### src/inc/acr_pkg.sv
// Package for the converter control and result register block.
// Assumes a byte-wide register port and one 200 MHz bus clock.
package acr_pkg;
    // Register offsets (byte addresses on the plain port)
    localparam logic [7:0] ACR_OFF_STATUS_CONTROL = 8'h3C;
    localparam logic [7:0] ACR_OFF_RESULT_HIGH = 8'h3D;
    localparam logic [7:0] ACR_OFF_RESULT_LOW = 8'h3E;
    localparam logic [7:0] ACR_OFF_CLOCK_CONTROL = 8'h3F;
    // Status/control field positions
    localparam int ACR_POS_DONE = 7;
    localparam int ACR_POS_IEN = 6;
    localparam int ACR_POS_CONT = 5;
    // Clock control field positions
    localparam int ACR_POS_PRESCALE = 5;
    localparam int ACR_POS_SOURCE = 4;
    localparam int ACR_POS_JUST = 2;
    // Reset values
    localparam logic [4:0] ACR_RST_INPUT_SELECT = 5'h1F;
    localparam logic [2:0] ACR_RST_PRESCALE = 3'h0;
    localparam logic [1:0] ACR_RST_JUST = 2'h1;
    localparam logic [7:0] ACR_RST_RESULT = 8'h00;
    // Channel codes
    localparam logic [4:0] ACR_CH_LAST_PIN = 5'h05;
    localparam logic [4:0] ACR_CH_BANDGAP = 5'h1A;
    localparam logic [4:0] ACR_CH_REF_HIGH = 5'h1D;
    localparam logic [4:0] ACR_CH_REF_LOW = 5'h1E;
    localparam logic [4:0] ACR_CH_POWER_OFF = 5'h1F;
    // Conversion length in converter clock periods
    localparam logic [4:0] ACR_CONV_CYCLES = 5'h10;
    // Justification modes
    typedef enum logic [1:0] {
        ACR_JUST_TRUNC = 2'h0,
        ACR_JUST_RIGHT = 2'h1,
        ACR_JUST_LEFT = 2'h2,
        ACR_JUST_SIGN = 2'h3
    } acr_just_t;
    // Converter sequencer states
    typedef enum logic [2:0] {
        ACR_ST_IDLE = 3'h1,
        ACR_ST_RUN = 3'h2,
        ACR_ST_OFF = 3'h4
    } acr_state_t;
endpackage : acr_pkg

### src/inc/acr_core_if.sv
// Start/result carrier between the control logic and the converter core model.
// Assumes one clock shared by both ends.
`timescale 1ns/10ps
interface acr_core_if;
    logic start;
    logic [4:0] channel;
    logic [9:0] result;
    logic done;
    modport ctrl (output start, output channel, input result, input done);
    modport core (input start, input channel, output result, output done);
endinterface : acr_core_if

### src/hw/acr_clkdiv.sv
// Converter clock prescaler: one-cycle enable pulses at the divided rate.
// Assumes the input clock enable is high on each input clock period.
`timescale 1ns/10ps
module acr_clkdiv
    import acr_pkg::*;
(
    input wire logic clk,
    input wire logic rst,
    input wire logic restart,
    input wire logic src_en,
    input wire logic [2:0] prescale,
    output logic tick
);
    logic [3:0] cnt;
    logic [3:0] next_cnt;
    logic next_tick;
    logic [3:0] limit;

    ////////////////////////////////////////////////////////////////////////
    // Divide ratio: 1,2,4,8, and 16 whenever the top code bit is set
    always_comb begin
        limit = prescale[2] ? 4'hF : 4'((4'h1 << prescale[1:0]) - 4'h1);
        next_cnt = cnt;
        next_tick = 1'b0;
        if (restart) begin
            next_cnt = 4'h0;
        end else if (src_en) begin
            if (cnt >= limit) begin
                next_cnt = 4'h0;
                next_tick = 1'b1;
            end else begin
                next_cnt = cnt + 4'h1;
            end
        end
    end

    always_ff @(posedge clk) begin
        if (rst) begin
            cnt <= 4'h0;
            tick <= 1'b0;
        end else begin
            cnt <= next_cnt;
            tick <= next_tick;
        end
    end
endmodule : acr_clkdiv

### src/hw/acr_core.sv
// Behavioural stand-in for the analog comparator core.
// Assumes the analog sample arrives as a 10-bit code per selected input.
`timescale 1ns/10ps
module acr_core
    import acr_pkg::*;
(
    input wire logic clk,
    input wire logic rst,
    input wire logic tick,
    input wire logic [9:0] sample,
    acr_core_if.core cif
);
    logic [4:0] cnt;
    logic [4:0] next_cnt;
    logic busy;
    logic next_busy;
    logic [9:0] next_result;
    logic next_done;

    ////////////////////////////////////////////////////////////////////////
    // Count sixteen converter clocks; the prescaler restarts with the start pulse
    always_comb begin
        next_cnt = cnt;
        next_busy = busy;
        next_done = 1'b0;
        next_result = cif.result;
        if (cif.start) begin
            next_cnt = 5'h0;
            next_busy = 1'b1;
        end else if (busy && tick) begin
            if (cnt == ACR_CONV_CYCLES - 5'h1) begin
                next_busy = 1'b0;
                next_done = 1'b1;
                next_result = sample;
            end else begin
                next_cnt = cnt + 5'h1;
            end
        end
    end

    always_ff @(posedge clk) begin
        if (rst) begin
            cnt <= 5'h0;
            busy <= 1'b0;
            cif.done <= 1'b0;
            cif.result <= 10'h000;
        end else begin
            cnt <= next_cnt;
            busy <= next_busy;
            cif.done <= next_done;
            cif.result <= next_result;
        end
    end
endmodule : acr_core

### src/hw/acr_top.sv
// Converter control, channel select and result formatting registers.
// Assumes a plain byte register port, read data one cycle after the strobe,
// and analog input samples presented as 10-bit codes.
//
// The plain strobed port is this design's own decision.
`timescale 1ns/10ps
module acr_top
    import acr_pkg::*;
(
    input wire logic CLK,
    input wire logic RST,
    input wire logic [7:0] ADDR,
    input wire logic [7:0] WDATA,
    input wire logic WR,
    input wire logic RD,
    output logic [7:0] RDATA,
    input wire logic XTAL_EN,
    input wire logic [59:0] PIN_SAMPLE,
    input wire logic [9:0] BANDGAP_SAMPLE,
    output logic IRQ,
    output logic [5:0] PIN_CLAIM,
    output logic POWER_DOWN
);
    acr_core_if cif ();

    logic done_flag;
    logic done_interrupt_enable;
    logic continuous_convert;
    logic [4:0] input_select;
    logic [2:0] clock_prescale;
    logic input_clock_source;
    acr_just_t justify;
    logic [7:0] result_high_byte;
    logic [7:0] result_low_byte;
    logic frozen;
    acr_state_t state;
    logic irq_q;

    logic next_done_flag;
    logic next_ien;
    logic next_cont;
    logic [4:0] next_input_select;
    logic [2:0] next_prescale;
    logic next_source;
    acr_just_t next_justify;
    logic [7:0] next_high;
    logic [7:0] next_low;
    logic next_frozen;
    acr_state_t next_state;
    logic next_irq;
    logic next_start;
    logic [4:0] next_channel;
    logic [7:0] next_rdata;
    logic [5:0] next_claim;
    logic next_pd;

    logic wr_status;
    logic wr_clock;
    logic rd_high;
    logic rd_low;
    logic div_restart;
    logic tick;
    logic [9:0] sample;
    logic [9:0] conv;

    assign wr_status = WR && (ADDR == ACR_OFF_STATUS_CONTROL);
    assign wr_clock = WR && (ADDR == ACR_OFF_CLOCK_CONTROL);
    assign rd_high = RD && (ADDR == ACR_OFF_RESULT_HIGH);
    assign rd_low = RD && (ADDR == ACR_OFF_RESULT_LOW);
    assign div_restart = next_start;
    assign conv = cif.result;

    ////////////////////////////////////////////////////////////////////////
    // Converter clock: bus clock or crystal enable, then the prescaler
    acr_clkdiv u_div (
        .clk(CLK),
        .rst(RST),
        .restart(div_restart),
        .src_en(input_clock_source ? 1'b1 : XTAL_EN),
        .prescale(clock_prescale),
        .tick(tick)
    );

    acr_core u_core (
        .clk(CLK),
        .rst(RST),
        .tick(tick),
        .sample(sample),
        .cif(cif.core)
    );

    ////////////////////////////////////////////////////////////////////////
    // Input mux on the channel latched at start; reserved codes read zero
    always_comb begin
        sample = 10'h000;
        if (cif.channel <= ACR_CH_LAST_PIN) begin
            sample = PIN_SAMPLE[10 * cif.channel +: 10];
        end else if (cif.channel == ACR_CH_BANDGAP) begin
            sample = BANDGAP_SAMPLE;
        end else if (cif.channel == ACR_CH_REF_HIGH) begin
            sample = 10'h3FF;
        end else if (cif.channel == ACR_CH_REF_LOW) begin
            sample = 10'h000;
        end
    end

    ////////////////////////////////////////////////////////////////////////
    // Sequencer, control registers and flags
    always_comb begin
        next_state = state;
        next_start = 1'b0;
        next_channel = cif.channel;
        next_done_flag = done_flag;
        next_irq = irq_q;
        next_ien = done_interrupt_enable;
        next_cont = continuous_convert;
        next_input_select = input_select;
        next_prescale = clock_prescale;
        next_source = input_clock_source;
        next_justify = justify;
        next_high = result_high_byte;
        next_low = result_low_byte;
        next_frozen = frozen;
        // Clears first so that a finishing conversion in the same cycle wins over a clock write or low read
        if (wr_status || wr_clock || rd_low) begin
            next_done_flag = 1'b0;
        end
        if (wr_status || rd_low) begin
            next_irq = 1'b0;
        end
        if (rd_low) begin
            next_frozen = 1'b0;
        end
        if (rd_high && justify != ACR_JUST_TRUNC) begin
            next_frozen = 1'b1;
        end
        if (wr_clock) begin
            next_prescale = WDATA[ACR_POS_PRESCALE +: 3];
            next_source = WDATA[ACR_POS_SOURCE];
            next_justify = acr_just_t'(WDATA[ACR_POS_JUST +: 2]);
        end
        case (state)
            ACR_ST_IDLE, ACR_ST_OFF: begin
            end
            ACR_ST_RUN: begin
                if (cif.done) begin
                    if (done_interrupt_enable) begin
                        next_irq = 1'b1;
                    end else begin
                        next_done_flag = 1'b1;
                    end
                    // Ten-bit modes drop results while frozen; a high read landing
                    // now freezes too, else the low byte would not match it
                    if (justify == ACR_JUST_TRUNC) begin
                        next_high = 8'h00;
                        next_low = conv[9:2];
                    end else if (!frozen && !rd_high) begin
                        case (justify)
                            ACR_JUST_RIGHT: begin
                                next_high = {6'h00, conv[9:8]};
                                next_low = conv[7:0];
                            end
                            ACR_JUST_LEFT: begin
                                next_high = conv[9:2];
                                next_low = {conv[1:0], 6'h00};
                            end
                            default: begin
                                next_high = {~conv[9], conv[8:2]};
                                next_low = {conv[1:0], 6'h00};
                            end
                        endcase
                    end
                    if (continuous_convert) begin
                        next_start = 1'b1;
                    end else begin
                        next_state = ACR_ST_IDLE;
                    end
                end
            end
            default: begin
                next_state = ACR_ST_IDLE;
            end
        endcase
        // A status write overrides flags and sequencer: abort, then restart unless powering off
        if (wr_status) begin
            // Abort also beats a conversion finishing in the same cycle
            next_done_flag = 1'b0;
            next_irq = 1'b0;
            next_ien = WDATA[ACR_POS_IEN];
            next_cont = WDATA[ACR_POS_CONT];
            next_input_select = WDATA[4:0];
            if (WDATA[4:0] == ACR_CH_POWER_OFF) begin
                next_state = ACR_ST_OFF;
                next_start = 1'b0;
            end else begin
                next_state = ACR_ST_RUN;
                next_start = 1'b1;
                next_channel = WDATA[4:0];
            end
        end
    end

    ////////////////////////////////////////////////////////////////////////
    // Read data and pin-side outputs; flag reads zero when interrupts enabled
    always_comb begin
        next_rdata = 8'h00;
        if (RD) begin
            case (ADDR)
                ACR_OFF_STATUS_CONTROL: begin
                    next_rdata = {done_flag & ~done_interrupt_enable,
                                  done_interrupt_enable, continuous_convert, input_select};
                end
                ACR_OFF_RESULT_HIGH: next_rdata = result_high_byte;
                ACR_OFF_RESULT_LOW: next_rdata = result_low_byte;
                ACR_OFF_CLOCK_CONTROL: begin
                    next_rdata = {clock_prescale, input_clock_source, justify, 2'h0};
                end
                default: next_rdata = 8'h00;
            endcase
        end
        next_claim = 6'h00;
        if (next_input_select <= ACR_CH_LAST_PIN) begin
            next_claim[next_input_select[2:0]] = 1'b1;
        end
        next_pd = (next_state == ACR_ST_OFF);
    end

    always_ff @(posedge CLK) begin
        if (RST) begin
            state <= ACR_ST_OFF;
            cif.start <= 1'b0;
            cif.channel <= ACR_RST_INPUT_SELECT;
            done_flag <= 1'b0;
            done_interrupt_enable <= 1'b0;
            continuous_convert <= 1'b0;
            input_select <= ACR_RST_INPUT_SELECT;
            clock_prescale <= ACR_RST_PRESCALE;
            input_clock_source <= 1'b0;
            justify <= acr_just_t'(ACR_RST_JUST);
            result_high_byte <= ACR_RST_RESULT;
            result_low_byte <= ACR_RST_RESULT;
            frozen <= 1'b0;
            irq_q <= 1'b0;
            RDATA <= 8'h00;
            PIN_CLAIM <= 6'h00;
            POWER_DOWN <= 1'b1;
        end else begin
            state <= next_state;
            cif.start <= next_start;
            cif.channel <= next_channel;
            done_flag <= next_done_flag;
            done_interrupt_enable <= next_ien;
            continuous_convert <= next_cont;
            input_select <= next_input_select;
            clock_prescale <= next_prescale;
            input_clock_source <= next_source;
            justify <= next_justify;
            result_high_byte <= next_high;
            result_low_byte <= next_low;
            frozen <= next_frozen;
            irq_q <= next_irq;
            RDATA <= next_rdata;
            PIN_CLAIM <= next_claim;
            POWER_DOWN <= next_pd;
        end
    end

    assign IRQ = irq_q;
endmodule : acr_top

### config.mk
export PLATFORM = sky130hd
export DESIGN_NAME = acr_top
export DESIGN_NICKNAME = d
export VERILOG_FILES = /design/src/inc/acr_pkg.sv /design/src/inc/acr_core_if.sv /design/src/hw/acr_clkdiv.sv /design/src/hw/acr_core.sv /design/src/hw/acr_top.sv
export SDC_FILE = /design/constraint.sdc
export NUM_CORES = 1
export LEC_CHECK = 0
export ABC_AREA = 0
export BUFFER_PORTS_ARGS = -buffer_cell sky130_fd_sc_hd__buf_2
export CAP_MARGIN = 10
export CORE_MARGIN = 2
export CORE_UTILIZATION = 57
export DETAILED_ROUTE_END_ITERATION = 6
export GPL_TIMING_DRIVEN = 0
export PLACE_DENSITY = 0.84
export SYNTH_ARGS = -nofsm -noshare
export SYNTH_HDL_FRONTEND = slang
export SYNTH_SLANG_ARGS = --single-unit
export TNS_END_PERCENT = 1
### constraint.sdc
create_clock -name CLK -period 3.5 [get_ports CLK]
set_input_delay 0.35 -clock CLK [delete_from_list [all_inputs] [get_ports CLK]]
set_output_delay 0.35 -clock CLK [all_outputs]
set_load 0.03 [all_outputs]
==> results.py, run 1 <==
metrics = {
    "status": {
        "status": "finished clean",
    },
    "sta": {
        "final-setup-viol-count": 0,
        "worstMarginPinSlew_ps": 815,
        "finalCriticalPeriod_ps": 2300,
        "slew_headroom": 0.453,
        "max_freq_ghz": 0.435,
        "fin_crit_sh": 0.658,
        "tns_ps": 0,
        "finClkSkew_ps": 6.90,
        "rsz0062_at_grt": "no",
        "hold_violations": 0,
        "drv_slew": 0,
    },
    "min_path": {
        "hold_start": "WDATA[7]",
        "hp-class": "primary input to flop",
    },
    "place": {
        "placedCellCount": 652,
        "io_buffers": 104,
        "gp_congestion": 0.889,
        "dpl.hpwl_um": 8240,
        "dpl_cell_area_um2": 4730,
    },
    "floorplanning": {
        "coreArea_um2": 6870,
        "fp.dieW_um": 88.7,
        "die_h_um": 88.7,
        "start_util": 0.595,
        "rows": 30,
        "die_area_um2": 7870,
        "io_pins": 107,
    },
    "route": {
        "dr.pass1.iters": 4,
        "wire_per_inst_um": 15.7,
        "drt_iter0_markers": 225,
        "ant_nets": 0,
        "vias": 3863,
        "drc": 0,
        "wl_um": 10500,
        "via_per_inst": 5.79,
    },
    "setup_path": {
        "critPathCaptureType": "flop",
        "arrival_ps": 2600,
        "crit_required_ps": 3800,
        "critPathSlowestCell": "nor3_1",
        "crit_fanout": 6,
        "critPathMaxStageDelay_ps": 670,
        "critPathLaunch": "clock_prescale[2]$_SDFFE_PP0P_",
        "r2r-start": "clock_prescale[2]$_SDFFE_PP0P_",
        "worstPathCellList": "or3_1 > ha_1 > nand2b_1 > a21o_1 > a211oi_1 > nor3_1 > and3b_1",
        "crit_type": "flop to flop",
        "start_kind": "flop",
    },
    "global_routing": {
        "grt_pass1_vias": 3666,
        "grt_first_pass_wirelength_um": 16900,
        "grt_max_degree": 13,
        "antenna_found_initial": 0,
        "grt-ovfl-total": 0,
        "grt_usage": 0.283,
    },
    "cts": {
        "ctsLongestPathBuffers": 2,
        "ctsHoldBuffers": 0,
        "cts-root-buf": "clkbuf_8",
        "clkLatencyLatePin_ps": 360,
        "cts_resized": 0,
        "htreeDepth": 3,
        "cts_sinks": 78,
        "cts_tree": "built",
        "cts_setup_buffers": 0,
        "cts_buffers": 9,
        "path_clk_slew_ps": 80,
    },
    "pwr": {
        "vdd_ir_drop_max_uv": 188,
        "cellLeakagePower_nw": 2.09,
        "p_per_area_nw_per_um2": 353,
        "power_mw": 1.74,
    },
    "cells_and_area": {
        "final_nets": 668,
        "fin_cells": 667,
        "fin_area_um2": 4930,
        "fill_cells": 554,
        "area_delta_synth_final_pct": 20.6,
        "n_antenna_cell": 0,
        "post-route-util": 0.718,
        "drive_gt1_frac": 0.264,
    },
    "synth": {
        "synth_cell_types": 58,
        "yosys_warnings": 0,
        "synth_edf_count": 0,
        "synth.net_count": 553,
        "syn_area_um2": 4090,
        "async_flop_share": 0,
        "synth_ff_type": "dfxtp_1",
        "synth_seq_cells": 78,
        "syn_area_per_cell_um2": 9.04,
        "synth_cells": 452,
        "yosysSeqAreaShare": 0.382,
    },
    "flow_run": {
        "maxCapViolations": 0,
    },
}
[registers in the layout, summed over array words and instances (netlist names), 2 cells and up]
signal / cells
clock_prescale: 3
result_high_byte: 8
cif.channel: 5
RDATA: 8
PIN_CLAIM: 6
input_select: 5
justify: 2
state: 3
result_low_byte: 8
u_div.cnt: 4
u_core.cnt: 5
u_core.cif.result: 10
[final timing paths]
check	end	slack (ps)	depth (start not counted)
min	clock_prescale[2]$_SDFFE_PP0P_	250	3
min reg2reg	result_high_byte[0]$_SDFFE_PP0P_	480	2
max	u_div.tick$_SDFF_PP0_	1200	7
max reg2reg	u_div.tick$_SDFF_PP0_	1200	7
[report_power, final]
| group | internal, mW | switching, mW |
|---|---|---|
| Combinational | 0.0683 | 0.0672 |
| Sequential | 0.892 | 0.00348 |
| Clock | 0.394 | 0.316 |
[area by class of cell]
class	count	area, um^2	area share
Buffer	31	136	0.0277
Clock buffer	10	128	0.0259
Tap cell	96	120	0.0244
Clock inverter	5	75.1	0.0152
Timing Repair Buffer	104	520	0.106
Inverter	9	33.8	0.00685
Multi-Input combinational cell	334	2360	0.478
Sequential cell	78	1560	0.317
[layer usage]
metal,GRT usage,part of all wire,routed length (um)
met5,0,0,0
met4,0.153,0.042,445
met3,0.0438,0.069,729
met2,0.505,0.49,5190
met1,0.321,0.39,4140
[synth_stat cells (all sizes together), types with 3 or more instances]
cell type | instances | area, um^2
dfxtp | 78 | 1560
nand2 | 59 | 221
nor2 | 37 | 139
o21ai | 37 | 189
mux2i | 33 | 330
a21oi | 24 | 120
clkbuf | 21 | 78.8
mux4 | 13 | 293
nor3 | 13 | 65.1
nor2b | 11 | 68.8
a32o | 10 | 100
buf | 10 | 57.6
ha | 10 | 125
inv | 9 | 33.8
nand3b | 9 | 67.6
nand2b | 7 | 43.8
nand3 | 6 | 30.0
a211oi | 5 | 37.5
nor3b | 5 | 37.5
nor4b | 5 | 68.8
o211ai | 5 | 37.5
or3 | 4 | 25.0
xnor2 | 4 | 35.0
nand4 | 3 | 18.8
xor2 | 3 | 26.3
[cell families (layout without fill, tap and decap cells)]
| kind of cell | Yosys count | in the layout | share of synthesized area |
|---|---|---|---|
| muxes | 46 | 46 | 0.152 |
| buffers and inverters | 40 | 159 | 0.0416 |
| xor gates and xnor gates | 7 | 7 | 0.0150 |
| adders and majority gates | 10 | 10 | 0.0306 |
| and+or+nand+nor | 174 | 174 | 0.227 |
| DFF | 78 | 78 | 0.382 |
| AOI/OAI and AO/OA | 97 | 97 | 0.151 |
[critical path, delay by kind of cell (launching register included)]
kind            cells  cell delay, ps
compound gates      2             170
fa+ha+maj           1             270
flops               1             380
simple gates        4            1430
[cell usage in the layout, fill, tap and decap left out, drive strengths merged, types with 11 or more instances in the layout]
master	count
buf	114
dfxtp	78
nand2	59
nor2	37
o21ai	37
mux2i	33
clkbuf	31
a21oi	24
nor3	13
mux4	13
nor2b	11
[stage by stage]
stage	hold WS [ps]	setup slack, ps
floorplan	436	1500
global placement	445	1270
detailed placement	463	1230
CTS	242	1210
global route	267	1040
finish	246	1200
Power figures use the tool's default switching activity.
==> inputs of run 2 (changes only) <==
--- a/config.mk
+++ b/config.mk
@@ -5,14 +5,14 @@
 export SDC_FILE = /design/constraint.sdc
 export NUM_CORES = 1
 export LEC_CHECK = 0
-export ABC_AREA = 0
+export ABC_AREA = 1
 export BUFFER_PORTS_ARGS = -buffer_cell sky130_fd_sc_hd__buf_2
 export CAP_MARGIN = 10
 export CORE_MARGIN = 2
-export CORE_UTILIZATION = 57
+export CORE_UTILIZATION = 49
 export DETAILED_ROUTE_END_ITERATION = 6
 export GPL_TIMING_DRIVEN = 0
-export PLACE_DENSITY = 0.84
+export PLACE_DENSITY = 0.76
 export SYNTH_ARGS = -nofsm -noshare
 export SYNTH_HDL_FRONTEND = slang
 export SYNTH_SLANG_ARGS = --single-unit
==> constraint.sdc (replaced) <==
create_clock -name CLK -period 1.85 [get_ports CLK]
set_input_delay 0.185 -clock CLK [delete_from_list [all_inputs] [get_ports CLK]]
set_output_delay 0.185 -clock CLK [all_outputs]
set_load 0.03 [all_outputs]
==> results.py, run 2 <==
metrics = {
    "status": {
        "status": "finished clean",
    },
    "pwr": {
        "cellLeakagePower_nw": 2.37,
        "p_per_area_nw_per_um2": 650,
        "power_mw": 3.42,
        "seq_power_share": 0.496,
        "vdd_ir_drop_max_uv": 330,
        "swShare": 0.246,
        "pwr-share-clk": 0.432,
        "power.internal_mw": 2.58,
        "combPwrFrac": 0.073,
        "p_sw_mw": 0.842,
    },
    "place": {
        "placedCellCount": 834,
        "place_worst_setup_slack_ps": -241,
        "io_buffers": 105,
        "gp_congestion": 0.964,
        "dpl.hpwl_um": 9040,
    },
    "cts": {
        "clkLatencyLatePin_ps": 360,
        "htreeDepth": 3,
        "ctsLongestPathBuffers": 2,
        "cts_tree": "built",
        "cts_buffers": 9,
        "path_clk_slew_ps": 90,
        "cts_sinks": 78,
        "cts-root-buf": "clkbuf_8",
    },
    "cells_and_area": {
        "drive_gt1_frac": 0.258,
        "final_nets": 839,
        "area_delta_synth_final_pct": 21.4,
        "largest_reg_flops": 10,
        "n_antenna_cell": 0,
        "fill_cells": 823,
        "fin_cells": 851,
        "largest_register": "u_core.cif.result",
        "most-common-layout-cells": "nand2_1 (123), buf_2 (115), dfxtp_1 (76), nor2_1 (76), inv_1 (60)",
        "layout_commonest_cell": "nand2_1",
    },
    "synth": {
        "synth_cells": 621,
        "syn_area_um2": 4330,
        "yosys.area_share.simple": 0.341,
        "yosys.area.top_type_share": 0.361,
        "synth_fa_ha_area_frac": 0.0289,
        "synth_seq_cells": 78,
        "synth_top_family_by_area": "simple AND/OR/NAND/NOR gates",
        "synth_cell_types": 40,
        "synth_edf_count": 0,
        "yosysMostFrequentCell": "nand2_1",
        "synth_compound_area_frac": 0.171,
        "synthXorXnorAreaFrac": 0.00607,
        "ys_top_cells_by_area": "dfxtp_1 (36%), nand2_1 (11%), nor2_1 (6.7%)",
        "synth.area.mux_share": 0.00231,
        "async_flop_share": 0,
        "yosys_warnings": 0,
        "yosys.area.top_type": "dfxtp_1",
        "synth_ff_type": "dfxtp_1",
        "synth_commonest_cells": "nand2_1 (123), dfxtp_1 (78), nor2_1 (77), inv_1 (60), nand3_1 (53)",
        "yosysSeqAreaShare": 0.361,
        "syn_area_per_cell_um2": 6.97,
        "synth.net_count": 722,
    },
    "route": {
        "wire_per_inst_um": 13.7,
        "drc": 0,
        "vias": 4519,
        "via_per_inst": 5.31,
        "drt_iter0_markers": 235,
        "wl_um": 11600,
        "dr.pass1.iters": 5,
        "ant_nets": 0,
    },
    "global_routing": {
        "grt_pass1_vias": 4211,
        "grt_first_pass_wirelength_um": 19000,
        "grt_max_degree": 16,
        "grt-ovfl-total": 0,
        "grt_usage": 0.242,
        "antenna_found_initial": 0,
    },
    "flow_run": {
        "maxCapViolations": 0,
    },
    "sta": {
        "tns_ps": 0,
        "whs_ps": 72.5,
        "finClkSkew_ps": 9.93,
        "drv_slew": 0,
        "hold_violations": 0,
        "final-setup-viol-count": 0,
        "finalCriticalPeriod_ps": 1710,
        "worstMarginPinSlew_ps": 663,
        "max_freq_ghz": 0.583,
        "slew_headroom": 0.554,
        "setup_ws_ps": 136,
        "fin_crit_sh": 0.927,
    },
    "setup_path": {
        "crit_type": "flop to flop",
        "crit_fanout": 10,
        "start_kind": "flop",
        "arrival_ps": 2020,
        "crit_required_ps": 2150,
        "critPathCaptureType": "flop",
    },
    "floorplanning": {
        "coreArea_um2": 8640,
        "start_util": 0.501,
        "fp.dieW_um": 98.0,
        "rows": 34,
        "die_area_um2": 9600,
        "die_h_um": 98.0,
        "io_pins": 107,
    },
    "min_path": {
        "hp-class": "primary input to flop",
    },
}
==> run 2: cell count changes after synthesis, sizes merged, moves of 15 or more <==
cell    previous run  this run
a21oi             24        39
or2                1        17
nand2             59       132
inv                9        65
o211ai             5        25
mux2i             33         1
nor2              37        84
nand3              6        56
==> run 2: worst max-delay path, cell delays in order (launching register included) <==
cell,delay (ps)
dfxtp_1,370
inv_1,100
ha_1,210
buf_2,180
nor2_1,310
nand3_1,110
a21boi_0,140
nand3_1,100
nand2_1,50
nor2_1,90
==> run 2: final cells by class <==
| class | instances | area [um^2] | share of cell area |
|---|---|---|---|
| clock buffer | 9 | 124 | 0.0236 |
| tap | 108 | 135 | 0.0257 |
| inverter | 66 | 248 | 0.0471 |
| buffer | 24 | 144 | 0.0274 |
| clock inverter | 7 | 105 | 0.0200 |
| sequential | 78 | 1560 | 0.298 |
| timing repair buffer | 106 | 533 | 0.101 |
| multi-input combinational | 453 | 2400 | 0.457 |
==> run 2: kinds of logic after synthesis <==
kind of cell    Yosys count
flops                    78
simple gates            312
compound gates          127
buf+inv                  90
mux                       1
fa+ha+maj                10
xor+xnor                  3
==> run 2: final timing paths <==
path                                   start                                to  slack, ps  cells after the start
setup reg to reg     justify[0]$_SDFFE_PP1P_  result_high_byte[0]$_SDFFE_PP0P_        140                      9
hold / removal                           RST   continuous_convert$_SDFFE_PP0P_         70                      2
setup / recovery     justify[0]$_SDFFE_PP1P_  result_high_byte[0]$_SDFFE_PP0P_        140                      9
hold reg to reg   u_core.cnt[4]$_SDFFE_PP0P_        u_core.cnt[4]$_SDFFE_PP0P_        470                      2
==> run 2: power by group through the flow <==
stage               Clock (mW)  Combinational, mW  Sequential [mW]
floorplan                    0              0.105             1.74
global placement             0              0.241             1.73
detailed placement           0              0.245             1.73
CTS                       1.49              0.246             1.69
global route              1.57              0.276             1.70
finish                    1.47              0.248             1.69
==> run 2: stage by stage <==
| stage | util | instance area [um^2] |
|---|---|---|
| after CTS | 0.605 | 5230 |
| after global routing | 0.609 | 5260 |
| after global placement | 0.578 | 4990 |
| after floorplan | - | 4330 |
| after detailed placement | 0.578 | 4990 |
| final | 0.609 | 5260 |
==> run 2: metal layers <==
metal	vias to the layer above	global-route usage	wire length, um
li1	2297	-	-
met1	2036	0.299	4980
met2	166	0.425	5730
met3	20	0.0387	710
met4	0	0.0919	211
met5	-	0	0
==> run 2: what timing repair did <==
action | 4_1_cts | 5_1_grt
cloned | 0 | 0
setup buffers | 0 | 1
setup endpoints to repair | 11 | 11
resized for setup | 3 | 8
pin swaps | 0 | 1
hold buffers | 0 | 0
